[src/common/hb_consts.vh]
`ifndef HB_CONSTS_VH
`define HB_CONSTS_VH

// ----------------------------------------------------------------
// Serial frame layout
// ----------------------------------------------------------------
`define HB_FRAME_BITS 16
`define HB_BITCNT_W 5
`define HB_BIT_CLEAR 0
`define HB_BIT_SW_LSB 1
`define HB_BIT_SW_MSB 6
`define HB_BIT_OC_SHUT 13
`define HB_BIT_OV_LOCK 15
`define HB_BIT_WARN 0
`define HB_BIT_OVERLOAD 13
`define HB_BIT_UNDERLOAD 14
`define HB_BIT_SUPPLY_FAIL 15
`define HB_NUM_DRV 6
`define HB_NUM_PAIR 3

// ----------------------------------------------------------------
// Reset values
// ----------------------------------------------------------------
`define HB_CTRL_RST 16'h0000
`define HB_STAT_RST 16'h0000

// ----------------------------------------------------------------
// Timing, core clock rate and filter times in ns
// ----------------------------------------------------------------
`define HB_CLK_MHZ 200
`define HB_OC_FILT_NS 25000
`define HB_ILIM_FILT_NS 200000
`define HB_UL_DELAY_NS 200000
`define HB_CNT_W 16

`endif

[src/design/half_bridge_fault_logic.v]
`timescale 1ns/100ps
`default_nettype none
`include "hb_consts.vh"

module half_bridge_fault_logic #(
  parameter integer CNT_W = `HB_CNT_W,
  parameter integer OC_FILT_CYCLES =
    (`HB_OC_FILT_NS * `HB_CLK_MHZ + 999) / 1000,
  parameter integer ILIM_FILT_CYCLES =
    (`HB_ILIM_FILT_NS * `HB_CLK_MHZ + 999) / 1000,
  parameter integer UL_DELAY_CYCLES =
    (`HB_UL_DELAY_NS * `HB_CLK_MHZ + 999) / 1000
) (
  input wire clock,
  input wire arst_n,
  // Serial link pins
  input wire sclk,
  input wire chip_select_n,
  input wire si,
  output wire so,
  output wire so_oe,
  // Analog comparator results, asynchronous to the core clock
  input wire [5:0] overcurrent_cmp,
  input wire [5:0] current_limit_cmp,
  input wire [5:0] underload_cmp,
  input wire overvoltage_cmp,
  input wire [2:0] thermal_warn_cmp,
  input wire [2:0] thermal_shutdown_cmp,
  // Gate drive enables, bit order matches frame bits 1 to 6
  output reg [5:0] bridge_switch_state,
  // Status view of the flags
  output wire overload_flag,
  output wire underload_flag,
  output wire supply_fail_flag,
  output wire thermal_warning_flag,
  output wire thermal_shutdown_latched
);

  localparam integer NDRV = `HB_NUM_DRV;
  localparam integer NPAIR = `HB_NUM_PAIR;
  localparam integer NCMP = 3 * NDRV + 1 + 2 * NPAIR;
  localparam [CNT_W-1:0] OC_LIM = OC_FILT_CYCLES[CNT_W-1:0];
  localparam [CNT_W-1:0] ILIM_LIM = ILIM_FILT_CYCLES[CNT_W-1:0];
  localparam [CNT_W-1:0] UL_LIM = UL_DELAY_CYCLES[CNT_W-1:0];

  // ----------------------------------------------------------------
  // Qualification counter step
  // ----------------------------------------------------------------
  // Counts while the condition holds and saturates at the limit;
  // a dropped condition or a restart brings it back to zero.
  function [CNT_W-1:0] qual_next;
    input [CNT_W-1:0] cnt;
    input cond;
    input restart;
    input [CNT_W-1:0] lim;
    begin
      if (!cond || restart)
        qual_next = {CNT_W{1'b0}};
      else if (cnt != lim)
        qual_next = cnt + 1'b1;
      else
        qual_next = cnt;
    end
  endfunction

  // ----------------------------------------------------------------
  // Declarations
  // ----------------------------------------------------------------
  reg [NCMP-1:0] cmp_meta_r;
  reg [NCMP-1:0] cmp_sync_r;
  reg [15:0] ctrl_r;
  reg [5:0] latch_off_r;
  reg tsd_latch_r;
  reg ovl_r;
  reg ul_flag_r;
  reg sf_flag_r;
  reg warn_r;
  reg [15:0] status_bits;
  reg [5:0] oc_hit;
  reg [5:0] ilim_hit;
  reg [5:0] ul_hit;
  reg [5:0] drive_nxt;

  wire frame_valid;
  wire [15:0] frame_word;
  wire [15:0] status_word;
  wire [5:0] oc_s;
  wire [5:0] ilim_s;
  wire [5:0] ul_s;
  wire ov_s;
  wire [2:0] warn_s;
  wire [2:0] tsd_s;
  wire clear_cmd;
  wire [5:0] cmd_on;
  wire oc_shut_en;
  wire ov_lock_en;
  wire [5:0] oc_kill;
  wire tsd_now;
  wire ov_lockout;

  // ----------------------------------------------------------------
  // Comparator synchronisers
  // ----------------------------------------------------------------
  // Two flops on every analog flag before any logic sees it;
  // the comparators toggle freely, so one flop alone could
  // hand a metastable level to several timers at once.
  always @(posedge clock or negedge arst_n) begin
    if (!arst_n) begin
      cmp_meta_r <= {NCMP{1'b0}};
      cmp_sync_r <= {NCMP{1'b0}};
    end else begin
      cmp_meta_r <= {thermal_shutdown_cmp, thermal_warn_cmp,
                     overvoltage_cmp, underload_cmp,
                     current_limit_cmp, overcurrent_cmp};
      cmp_sync_r <= cmp_meta_r;
    end
  end

  // Unpack the synchronised flags
  assign oc_s = cmp_sync_r[5:0];
  assign ilim_s = cmp_sync_r[11:6];
  assign ul_s = cmp_sync_r[17:12];
  assign ov_s = cmp_sync_r[18];
  assign warn_s = cmp_sync_r[21:19];
  assign tsd_s = cmp_sync_r[24:22];

  // ----------------------------------------------------------------
  // Serial link front end
  // ----------------------------------------------------------------
  spi_frame_rx #(
    .FRAME_BITS(`HB_FRAME_BITS)
  ) u_link (
    .clock(clock),
    .arst_n(arst_n),
    .sclk(sclk),
    .chip_select_n(chip_select_n),
    .si(si),
    .status_word(status_word),
    .so(so),
    .so_oe(so_oe),
    .frame_valid(frame_valid),
    .frame_word(frame_word)
  );

  // ----------------------------------------------------------------
  // Command decode
  // ----------------------------------------------------------------
  // Frame fields, only meaningful while frame_valid is high
  assign clear_cmd = frame_valid & frame_word[`HB_BIT_CLEAR];
  assign cmd_on = frame_word[`HB_BIT_SW_MSB:`HB_BIT_SW_LSB];
  assign oc_shut_en = ctrl_r[`HB_BIT_OC_SHUT];
  assign ov_lock_en = ctrl_r[`HB_BIT_OV_LOCK];
  assign tsd_now = |tsd_s;
  assign ov_lockout = ov_lock_en & ov_s;

  // Overcurrent kills a driver only with shutdown enabled;
  // otherwise it is only reported and the driver keeps running.
  assign oc_kill = oc_hit & {6{oc_shut_en}};

  // Control word applied at the end of a valid frame
  always @(posedge clock or negedge arst_n) begin
    if (!arst_n) begin
      ctrl_r <= `HB_CTRL_RST;
    end else if (frame_valid) begin
      ctrl_r <= frame_word;
    end
  end

  // ----------------------------------------------------------------
  // Per-driver qualification timers
  // ----------------------------------------------------------------
  // Every valid frame restarts the filters, so a fault that is
  // still present latches again one filter time later.
  // Under-load only counts while its driver is on, so an idle
  // output never reports an open load.
  genvar gi;
  generate
    for (gi = 0; gi < NDRV; gi = gi + 1) begin : g_drv
      reg [CNT_W-1:0] oc_cnt_r;
      reg [CNT_W-1:0] ilim_cnt_r;
      reg [CNT_W-1:0] ul_cnt_r;

      // Overcurrent, current limit and under-load timers
      always @(posedge clock or negedge arst_n) begin
        if (!arst_n) begin
          oc_cnt_r <= {CNT_W{1'b0}};
          ilim_cnt_r <= {CNT_W{1'b0}};
          ul_cnt_r <= {CNT_W{1'b0}};
        end else begin
          oc_cnt_r <= qual_next(oc_cnt_r, oc_s[gi],
                                frame_valid, OC_LIM);
          ilim_cnt_r <= qual_next(ilim_cnt_r, ilim_s[gi],
                                  frame_valid, ILIM_LIM);
          ul_cnt_r <= qual_next(ul_cnt_r,
                                ul_s[gi] & bridge_switch_state[gi],
                                frame_valid, UL_LIM);
        end
      end

      // Hit flags once a timer has run full
      always @* begin
        oc_hit[gi] = (oc_cnt_r == OC_LIM);
        ilim_hit[gi] = (ilim_cnt_r == ILIM_LIM);
        ul_hit[gi] = (ul_cnt_r == UL_LIM);
      end
    end
  endgenerate

  // ----------------------------------------------------------------
  // Driver latch-off
  // ----------------------------------------------------------------
  // A latched driver is released only by a clear command; a new
  // hit in the same cycle keeps it latched.
  // The latch sits apart from ctrl_r so the programmed state is
  // kept and comes back once the clear arrives.
  always @(posedge clock or negedge arst_n) begin
    if (!arst_n) begin
      latch_off_r <= 6'h00;
    end else begin
      latch_off_r <= (latch_off_r & ~{6{clear_cmd}})
                     | ilim_hit
                     | oc_kill;
    end
  end

  // ----------------------------------------------------------------
  // Thermal shutdown latch
  // ----------------------------------------------------------------
  // Released only when every pair has cooled past hysteresis and
  // a clear command also asks for at least one driver on.
  // A still-hot comparator wins, so a clear sent too early is
  // simply ignored and the drivers stay off.
  always @(posedge clock or negedge arst_n) begin
    if (!arst_n) begin
      tsd_latch_r <= 1'b0;
    end else if (tsd_now) begin
      tsd_latch_r <= 1'b1;
    end else if (clear_cmd && (|cmd_on)) begin
      tsd_latch_r <= 1'b0;
    end
  end

  // ----------------------------------------------------------------
  // Sticky fault flags
  // ----------------------------------------------------------------
  // Set wins over clear for every flag.
  always @(posedge clock or negedge arst_n) begin
    if (!arst_n) begin
      ovl_r <= 1'b0;
      ul_flag_r <= 1'b0;
      sf_flag_r <= 1'b0;
      warn_r <= 1'b0;
    end else begin
      // Overload from either overcurrent or current limit
      if ((|oc_hit) || (|ilim_hit))
        ovl_r <= 1'b1;
      else if (clear_cmd)
        ovl_r <= 1'b0;
      // Under-load never touches the drivers
      if (|ul_hit)
        ul_flag_r <= 1'b1;
      else if (clear_cmd)
        ul_flag_r <= 1'b0;
      // Supply fail follows overvoltage in both lockout modes
      if (ov_s)
        sf_flag_r <= 1'b1;
      else if (clear_cmd)
        sf_flag_r <= 1'b0;
      // Thermal warning from any of the three pairs
      if (|warn_s)
        warn_r <= 1'b1;
      else if (clear_cmd)
        warn_r <= 1'b0;
    end
  end

  // ----------------------------------------------------------------
  // Driver enables
  // ----------------------------------------------------------------
  // Programmed states stay in ctrl_r, so an overvoltage lockout
  // only masks them and they return when the supply recovers.
  always @* begin
    drive_nxt = ctrl_r[`HB_BIT_SW_MSB:`HB_BIT_SW_LSB];
    drive_nxt = drive_nxt & ~latch_off_r;
    if (tsd_now || tsd_latch_r)
      drive_nxt = 6'h00;
    if (ov_lockout)
      drive_nxt = 6'h00;
  end

  // Registered gate drive
  always @(posedge clock or negedge arst_n) begin
    if (!arst_n) begin
      bridge_switch_state <= 6'h00;
    end else begin
      bridge_switch_state <= drive_nxt;
    end
  end

  // ----------------------------------------------------------------
  // Status word and flag outputs
  // ----------------------------------------------------------------
  // Driver bits report the real drive, so a killed driver reads 0.
  // Fields are placed by position so the frame layout lives in
  // the constants header only; unused bits stay zero.
  always @* begin
    status_bits = 16'h0000;
    status_bits[`HB_BIT_WARN] = warn_r;
    status_bits[`HB_BIT_SW_MSB:`HB_BIT_SW_LSB] = bridge_switch_state;
    status_bits[`HB_BIT_OVERLOAD] = ovl_r;
    status_bits[`HB_BIT_UNDERLOAD] = ul_flag_r;
    status_bits[`HB_BIT_SUPPLY_FAIL] = sf_flag_r;
  end
  assign status_word = status_bits;
  assign overload_flag = ovl_r;
  assign underload_flag = ul_flag_r;
  assign supply_fail_flag = sf_flag_r;
  assign thermal_warning_flag = warn_r;
  assign thermal_shutdown_latched = tsd_latch_r;

endmodule
`default_nettype wire

[src/design/spi_frame_rx.v]
`timescale 1ns/100ps
`default_nettype none
`include "hb_consts.vh"

module spi_frame_rx #(
  parameter integer FRAME_BITS = `HB_FRAME_BITS
) (
  input wire clock,
  input wire arst_n,
  input wire sclk,
  input wire chip_select_n,
  input wire si,
  input wire [15:0] status_word,
  output reg so,
  output reg so_oe,
  output reg frame_valid,
  output reg [15:0] frame_word
);

  // Pin bundle order: {chip_select_n, sclk, si}
  reg [2:0] pin_meta_r;
  reg [2:0] pin_sync_r;
  reg [2:0] pin_last_r;
  reg [15:0] in_sr_r;
  reg [15:0] out_sr_r;
  reg [`HB_BITCNT_W-1:0] bit_cnt_r;

  wire cs_low = ~pin_sync_r[2];
  wire cs_fall = pin_last_r[2] & ~pin_sync_r[2];
  wire cs_rise = ~pin_last_r[2] & pin_sync_r[2];
  wire sclk_rise = cs_low & ~pin_last_r[1] & pin_sync_r[1];
  wire sclk_fall = cs_low & pin_last_r[1] & ~pin_sync_r[1];
  wire frame_long = (bit_cnt_r >= FRAME_BITS[`HB_BITCNT_W-1:0]);

  // ----------------------------------------------------------------
  // Pin synchronisers and edge history
  // ----------------------------------------------------------------
  always @(posedge clock or negedge arst_n) begin
    if (!arst_n) begin
      pin_meta_r <= 3'h4;
      pin_sync_r <= 3'h4;
      pin_last_r <= 3'h4;
    end else begin
      pin_meta_r <= {chip_select_n, sclk, si};
      pin_sync_r <= pin_meta_r;
      pin_last_r <= pin_sync_r;
    end
  end

  // ----------------------------------------------------------------
  // Shift engine, frame length check, serial out
  // ----------------------------------------------------------------
  always @(posedge clock or negedge arst_n) begin
    if (!arst_n) begin
      in_sr_r <= 16'h0000;
      out_sr_r <= 16'h0000;
      bit_cnt_r <= {`HB_BITCNT_W{1'b0}};
      so <= 1'b0;
      so_oe <= 1'b0;
      frame_valid <= 1'b0;
      frame_word <= 16'h0000;
    end else begin
      if (cs_fall) begin
        out_sr_r <= status_word;
        bit_cnt_r <= {`HB_BITCNT_W{1'b0}};
      end else begin
        // Shift only while selected
        // A rise empties the top slot and the next fall fills it with
        // the sampled input, so a chained device sees it 16 bits later.
        if (sclk_rise) begin
          out_sr_r <= {1'b0, out_sr_r[15:1]};
          if (!frame_long)
            bit_cnt_r <= bit_cnt_r + 1'b1;
        end
        if (sclk_fall) begin
          in_sr_r <= {pin_sync_r[0], in_sr_r[15:1]};
          out_sr_r[15] <= pin_sync_r[0];
        end
      end
      so <= out_sr_r[0];
      so_oe <= cs_low;
      // Accept only long enough frames that end with the clock low
      frame_valid <= cs_rise & frame_long & ~pin_sync_r[1];
      if (cs_rise & frame_long & ~pin_sync_r[1])
        frame_word <= in_sr_r;
    end
  end

endmodule
`default_nettype wire

[config.mk]
export PLATFORM = sky130hd
export DESIGN_NAME = half_bridge_fault_logic
export DESIGN_NICKNAME = d
export VERILOG_FILES = /design/src/design/half_bridge_fault_logic.v /design/src/design/spi_frame_rx.v
export VERILOG_INCLUDE_DIRS = /design/src /design/src/common
export SDC_FILE = /design/constraint.sdc
export NUM_CORES = 1
export LEC_CHECK = 0
export ABC_CLOCK_PERIOD_IN_PS = 4550
export BUFFER_PORTS_ARGS = -buffer_cell sky130_fd_sc_hd__buf_2
export CAP_MARGIN = 40
export CORE_ASPECT_RATIO = 0.8
export CORE_MARGIN = 5
export CORE_UTILIZATION = 60
export DETAILED_ROUTE_END_ITERATION = 6
export PLACE_DENSITY = 0.87
export SETUP_SLACK_MARGIN = 0.02
export SYNTH_ARGS = -nofsm -noshare
export SYNTH_HDL_FRONTEND = slang
export SYNTH_SLANG_ARGS = --single-unit
[constraint.sdc]
create_clock -name clock -period 4.55 [get_ports clock]
set_clock_uncertainty 0.15 [all_clocks]
set_input_delay 0.455 -clock clock [delete_from_list [all_inputs] [get_ports clock]]
set_output_delay 0.455 -clock clock [all_outputs]
set_load 0.005 [all_outputs]
==> results of run 1 <==
per-layer routing:
metal  wire length, um  share of wire [%]  track usage (%)  up-vias
li1                  -                  -                -     6323
met1             16600                 43             30.4     6714
met2             18700                 49             36.8      330
met3              2090                5.4             4.61       94
met4              1070                2.8             6.71        0
met5                 0                  0                0        -
flip-flops by register name (all words and copies together), names as in the netlist, 9 cells and up:
register           count
u_link.frame_word      9
u_link.in_sr_r        16
g_drv.ilim_cnt_r      96
cmp_meta_r            25
g_drv.oc_cnt_r        96
u_link.out_sr_r       16
cmp_sync_r            25
g_drv.ul_cnt_r        96
through the flow:
stage	utilization, %	hold WS [ps]	worst slack [ps]
finish	67.9	184	2380
detailed placement	62.5	185	2370
floorplan	-	9.41	2680
global route	67.9	191	2290
CTS	67.9	188	2370
global placement	62.5	182	2460
layout make-up:
type	count	area, sq um	share of cell area [%]
Inverter	58	218	1.03
Clock inverter	16	249	1.17
Clock buffer	55	1160	5.47
Sequential cell	420	10500	49.6
Multi-Input combinational cell	1274	7920	37.4
Tap cell	420	526	2.48
Timing Repair Buffer	80	616	2.90
worst max-delay path by stage:
stage	from	end	slack, ps	cells after the start
CTS	u_link.pin_sync_r[2]$_DFF_PN1_	u_link.frame_word[13]$_DFFE_PN0P_	2370	3
detailed placement	u_link.pin_sync_r[2]$_DFF_PN1_	u_link.frame_word[1]$_DFFE_PN0P_	2370	3
global placement	u_link.pin_sync_r[2]$_DFF_PN1_	u_link.frame_word[5]$_DFFE_PN0P_	2460	3
global route	u_link.pin_sync_r[2]$_DFF_PN1_	u_link.frame_word[5]$_DFFE_PN0P_	2290	3
finish	u_link.pin_sync_r[2]$_DFF_PN1_	u_link.frame_word[13]$_DFFE_PN0P_	2380	3
floorplan	u_link.pin_sync_r[1]$_DFF_PN0_	u_link.in_sr_r[10]$_DFFE_PN0P_	2680	3
worst max-delay path: stages, from the launching register on:
cell     delay [ps]
dfstp_2         710
nand2_1         120
nor3_2          650
mux2_2          420
cells in the mapped netlist (all sizes together), types with 23 or more instances:
cell type	instances
a21oi	79
and3	30
clkbuf	37
dfrtp	417
ha	38
inv	58
mux2	31
nand2	123
nand2b	25
nand3	104
nand3b	23
nand4	66
nor2	263
nor3	38
o21ai	62
or3	54
xnor2	69
xor2	142
cells by family after synthesis:
| family | synth area share (%) |
|---|---|
| AO/OA/AOI/OAI | 4.41 |
| XOR/XNOR | 9.81 |
| adder cells (fa/ha/maj) | 2.52 |
| buffers and inverters | 2.16 |
| flip-flops | 55.8 |
| multiplexers | 2.92 |
| AND/OR/NAND/NOR | 22.4 |
power breakdown:
part           leakage, nW  total, W  switching, W  internal (W)
clock network        0.696   0.00354       0.00141       0.00213
registers             5.67   0.00388     0.0000692       0.00381
logic                 2.74  0.000269      0.000167      0.000102
total                 9.11   0.00769       0.00164       0.00604
==> summary.md, run 1 <==
| Metric | Value |
|---|---|
| Post-CTS Setup Bufs | `0` |
| Tmin final | `2170 ps` |
| Chip Width | `208 um` |
| Min-delay worst type | `register to register` |
| Syn Nets | `1864` |
| Clock sinks | `420` |
| Worst Path Max Fanout | `15` |
| Clk_lat worst skew | `550 ps` |
| Antenna-violating nets left | `0` |
| Starting Density | `60.4%` |
| CTS tree | `built` |
| Count of final max-slew check failures | `0` |
| Drt via density | `5.79` |
| Pin count of the biggest net entering global routing | `112` |
| Slew at the pin closest to its max-slew limit | `836 ps` |
| Overall track demand over capacity in global routing | `22.3%` |
| Synth Warn # | `0` |
| Root Driver | `clkbuf_16` |
| Worst slew margin | `43.9%` |
| Commonest cells after routing, fill and taps aside | `dfrtp_1, nor2_1, xor2_1` |
| Grt total ovfl | `0` |
| Total Power | `0.00769 W` |
| Critical path type | `register to register` |
| Post-Layout Cell Count | `2323` |
| FF-to-FF Start | `u_link.pin_sync_r[2]$_DFF_PN1_` |
| CTS max path bufs | `3` |
| Yosys top cell area share | `55.4%` |
| # hold bufs at CTS | `29` |
| DPL Wire Length | `24.6 mm` |
| Reg clk slew, reported paths | `60 ps` |
| Gates resized, CTS repair | `0` |
| Setup TNS | `0 ps` |
| Total of max-cap violations | `0` |
| Placed instance area | `19500 sq um` |
| Pwr Density | `363 nW/um^2` |
| Reg2Reg Setup Slack | `2380 ps` |
| Critical path capture point type | `register` |
| Initial antenna violation count | `0` |
| Cells after Synth | `1796` |
| Via count | `13500` |
| FMAX | `460 MHz` |
| Status | `finished, final reports clean` |
| Critical Path Source Type | `register` |
| Global-route wire length before repair | `66.5 mm` |
| Worst EP arrival | `2450 ps` |
| Critical path required time | `4820 ps` |
| Final hold vios | `0` |
| Peak supply drop | `256 uV` |
| Placer Congestion | `0.840` |
| RSZ-0062 raised after global routing | `false` |
| Area growth syn-to-layout | `12.5%` |
| Leading cell type in the layout, fill and taps excluded | `dfrtp_1` |
| Ys flop type | `dfrtp_1` |
| Residual DRC | `0` |
| Hold Path Origin | `cmp_meta_r[22]$_DFF_PN0_` |
| Fillers | `2112` |
| Total Wirelength | `38.4 mm` |
| Die area | `35100 sq um` |
| Num rows | `58` |
| Leakage power | `9.11 nW` |
| Number of global-route vias before repair | `13500` |
| Die Y | `168 um` |
| Layout cell share with drive strength beyond 1 | `8.46%` |
| H-tree levels | `2` |
| Core area | `31200 sq um` |
| CTS buffer count | `41` |
| Worst R2R End | `u_link.frame_word[13]$_DFFE_PN0P_` |
| Routed len/inst | `16.5 um` |
| Synthesized area | `18800 sq um` |
| Final setup fails | `0` |
| EDFF count, synth | `0` |
| Synth area leaders | `dfrtp_1, xor2_1, nor2_1, xnor2_1, nand3_1` |
| Initial DRC Count | `1168` |
| ANT cells | `0` |
| Hold Path Depth | `0` |
| 1st-pass router iterations | `6` |
| Post-synth ARST share | `100%` |
| Hold Path Sink | `cmp_sync_r[22]$_DFF_PN0_` |
| Post-Place Cells | `2223` |
| Period utilization | `47.8%` |
| Avg Cell Area, Syn | `10.5 sq um` |
| Finished Cell Area | `21200 sq um` |
| Register area share after synthesis | `55.8%` |
| Nets@finish | `1943` |
| Input/output buffers | `42` |
| Ports | `43` |
| Synth area leader | `dfrtp_1` |
| Synth Register Bits | `420` |
| Register-to-Register Path Depth | `3` |
| Synth unique cells | `52` |
(Power assumes the default switching activity.)
==> run 2: changes to the inputs <==
--- a/config.mk
+++ b/config.mk
@@ -6,7 +6,7 @@
 export SDC_FILE = /design/constraint.sdc
 export NUM_CORES = 1
 export LEC_CHECK = 0
-export ABC_CLOCK_PERIOD_IN_PS = 4550
+export ABC_CLOCK_PERIOD_IN_PS = 2000
 export BUFFER_PORTS_ARGS = -buffer_cell sky130_fd_sc_hd__buf_2
 export CAP_MARGIN = 40
 export CORE_ASPECT_RATIO = 0.8
==> constraint.sdc (replaced) <==
create_clock -name clock -period 2 [get_ports clock]
set_clock_uncertainty 0.15 [all_clocks]
set_input_delay 0.2 -clock clock [delete_from_list [all_inputs] [get_ports clock]]
set_output_delay 0.2 -clock clock [all_outputs]
set_load 0.005 [all_outputs]
==> run 2 against run 1 <==
Effect of this change:
- via count grew 3.4%
- largest cell class unchanged
- total power grew 120%
- register-to-register slack lost 2300 ps
- critical path depth grew 1
- fmax grew 13%
- first-iteration DRC count shrank 2.3%
- sequential power grew 130%
- cell count grew 3.1%
- flip-flop and latch count is the same
- largest power group unchanged
- sequential share of layout area shrank 1.1 points
==> summary.md, run 2 (synthesis gave the netlist of run 1 again) <==
| Metric | Value |
|---|---|
| Via count | `13900 (+3.4%)` |
| Setup ws final | `72.1 ps (-2300 ps)` |
| CTS tree | `built` |
| CTS max path bufs | `3 (unchanged)` |
| Num rows | `58 (unchanged)` |
| Placer Congestion | `0.857 (+2.0%)` |
| Number of global-route vias before repair | `14200 (+4.9%)` |
| Die Y | `168 um (unchanged)` |
| ANT cells | `0 (unchanged)` |
| Critical Path Source Type | `register` |
| Critical path required time | `2280 ps (-2540 ps)` |
| H-tree levels | `2 (unchanged)` |
| CTS buffer count | `42 (+2.4%)` |
| Critical path type | `register to register` |
| Pin count of the biggest net entering global routing | `64 (-43%)` |
| Setup TNS | `0 ps (unchanged)` |
| Die area | `35100 sq um (unchanged)` |
| Starting Density | `60.4% (unchanged)` |
| Global-route wire length before repair | `68.5 mm (+3.1%)` |
| Total Wirelength | `40.4 mm (+5.2%)` |
| Finished Cell Area | `21700 sq um (+2.3%)` |
| Pwr Density | `774 nW/um^2 (+110%)` |
| Commonest cells after routing, fill and taps aside | `dfrtp_1, nor2_1, xor2_1` |
| Core area | `31200 sq um (unchanged)` |
| Leakage power | `9.39 nW (+3.2%)` |
| Leading cell type in the layout, fill and taps excluded | `dfrtp_1` |
| Initial DRC Count | `1141 (-2.3%)` |
| Peak supply drop | `648 uV (+150%)` |
| Period utilization | `96.4% (+49 points)` |
| Total Power | `0.0168 W (+120%)` |
| Critical path capture point type | `register` |
| Layout cell share with drive strength beyond 1 | `12.4% (+3.9 points)` |
| Clk_lat worst skew | `550 ps (about the same)` |
| Ports | `43 (unchanged)` |
| RSZ-0062 raised after global routing | `false` |
| FMAX | `519 MHz (+13%)` |
| Routed len/inst | `16.9 um (+2.0%)` |
| Final setup fails | `0 (unchanged)` |
| Post-Place Worst Slack | `-12.0 ps (-2390 ps)` |
| DPL Wire Length | `25.8 mm (+4.9%)` |
| Clock sinks | `420 (unchanged)` |
| Worst Path Max Fanout | `4 (-11)` |
| Nets@finish | `2013 (+3.6%)` |
| Chip Width | `208 um (unchanged)` |
| Count of final max-slew check failures | `0 (unchanged)` |
| Drt via density | `5.81 (+0.28%)` |
| Final hold vios | `0 (unchanged)` |
| Placed instance area | `20000 sq um (+2.3%)` |
| Initial antenna violation count | `0 (unchanged)` |
| Tmin final | `1930 ps (-245 ps)` |
| Fillers | `2103 (-0.43%)` |
| Largest regs | `g_drv.ilim_cnt_r x96, g_drv.oc_cnt_r x96, g_drv.ul_cnt_r x96` |
| Residual DRC | `0 (unchanged)` |
| Worst EP arrival | `2210 ps (-240 ps)` |
| Root Driver | `clkbuf_16` |
| Antenna-violating nets left | `0 (unchanged)` |
| Grt total ovfl | `0 (unchanged)` |
| Hold slack final | `37.8 ps (-146 ps)` |
| Area growth syn-to-layout | `15.1%` |
| Slew at the pin closest to its max-slew limit | `694 ps (-143 ps)` |
| Total of max-cap violations | `0 (unchanged)` |
| Overall track demand over capacity in global routing | `22.9% (+0.55 points)` |
| Status | `finished, final reports clean` |
| Input/output buffers | `42 (unchanged)` |
| Reg clk slew, reported paths | `70 ps (about the same)` |
| 1st-pass router iterations | `5 (-1)` |
| Min-delay worst type | `input port to async pin` |
| Worst slew margin | `53.8% (+9.8 points)` |
[run 2: worst paths after layout]
| kind | to | startpoint | cells past startpoint | slack [ps] |
|---|---|---|---|---|
| setup / recovery | g_drv[3].ul_cnt_r[1]$_DFFE_PN0P_ | g_drv[3].ul_cnt_r[9]$_DFFE_PN0P_ | 4 | 70 |
| hold / removal | g_drv[4].ul_cnt_r[8]$_DFFE_PN0P_ | arst_n | 2 | 40 |
| setup reg to reg | g_drv[3].ul_cnt_r[1]$_DFFE_PN0P_ | g_drv[3].ul_cnt_r[9]$_DFFE_PN0P_ | 4 | 70 |
| hold reg to reg | cmp_sync_r[23]$_DFF_PN0_ | cmp_meta_r[23]$_DFF_PN0_ | 0 | 190 |
| max in group asynchronous | g_drv[5].ilim_cnt_r[8]$_DFFE_PN0P_ | arst_n | 3 | 870 |
| min in group clock | cmp_meta_r[19]$_DFF_PN0_ | thermal_warn_cmp[0] | 2 | 150 |
[run 2: layout make-up]
cell class	count	area (sq um)	area share [%]
flip-flops and latches	420	10500	48.5
multi-input cells	1274	7990	36.8
repair buffers	149	1170	5.40
clock buffers	59	1160	5.37
well taps	420	526	2.42
inverters	58	218	1.00
clock inverters	15	98.8	0.456
[run 2: through the flow]
stage | util, % | std cells
finish | 69.5 | 2395
global route | 69.5 | 2395
floorplan | - | 1796
CTS | 69.0 | 2384
detailed placement | 64.0 | 2279
global placement | 64.0 | 2279
[run 2: worst max-delay path, cell delays in order (launching register included)]
cell and delay, ps:
dfrtp_1 430, or4b_4 540, nor4_4 370, mux2i_1 240, nor2_1 70
[run 2: where the power goes]
group	internal (W)	total [W]	leakage, nW	switching [W]
Clock	0.00408	0.00730	0.623	0.00323
Combinational	0.000269	0.000678	3.11	0.000410
Sequential	0.00867	0.00881	5.66	0.000142
[run 2: timing repair]
| item | in CTS | in global routing |
|---|---|---|
| setup buffers | 2 | 11 |
| setup endpoints to repair | 6 | 38 |
| resized for setup | 1 | 17 |
| endpoints found under the hold margin | 446 | 0 |
| hold buffers | 29 | 0 |
| pin swaps | 2 | 13 |
[run 2: routing by layer]
layer	part of all wire (%)	wire (um)	global-route usage [%]
met3	4.3	1720	3.56
met2	50	20100	39.0
met4	2.9	1170	7.25
met5	0	0	0
met1	43	17400	30.6
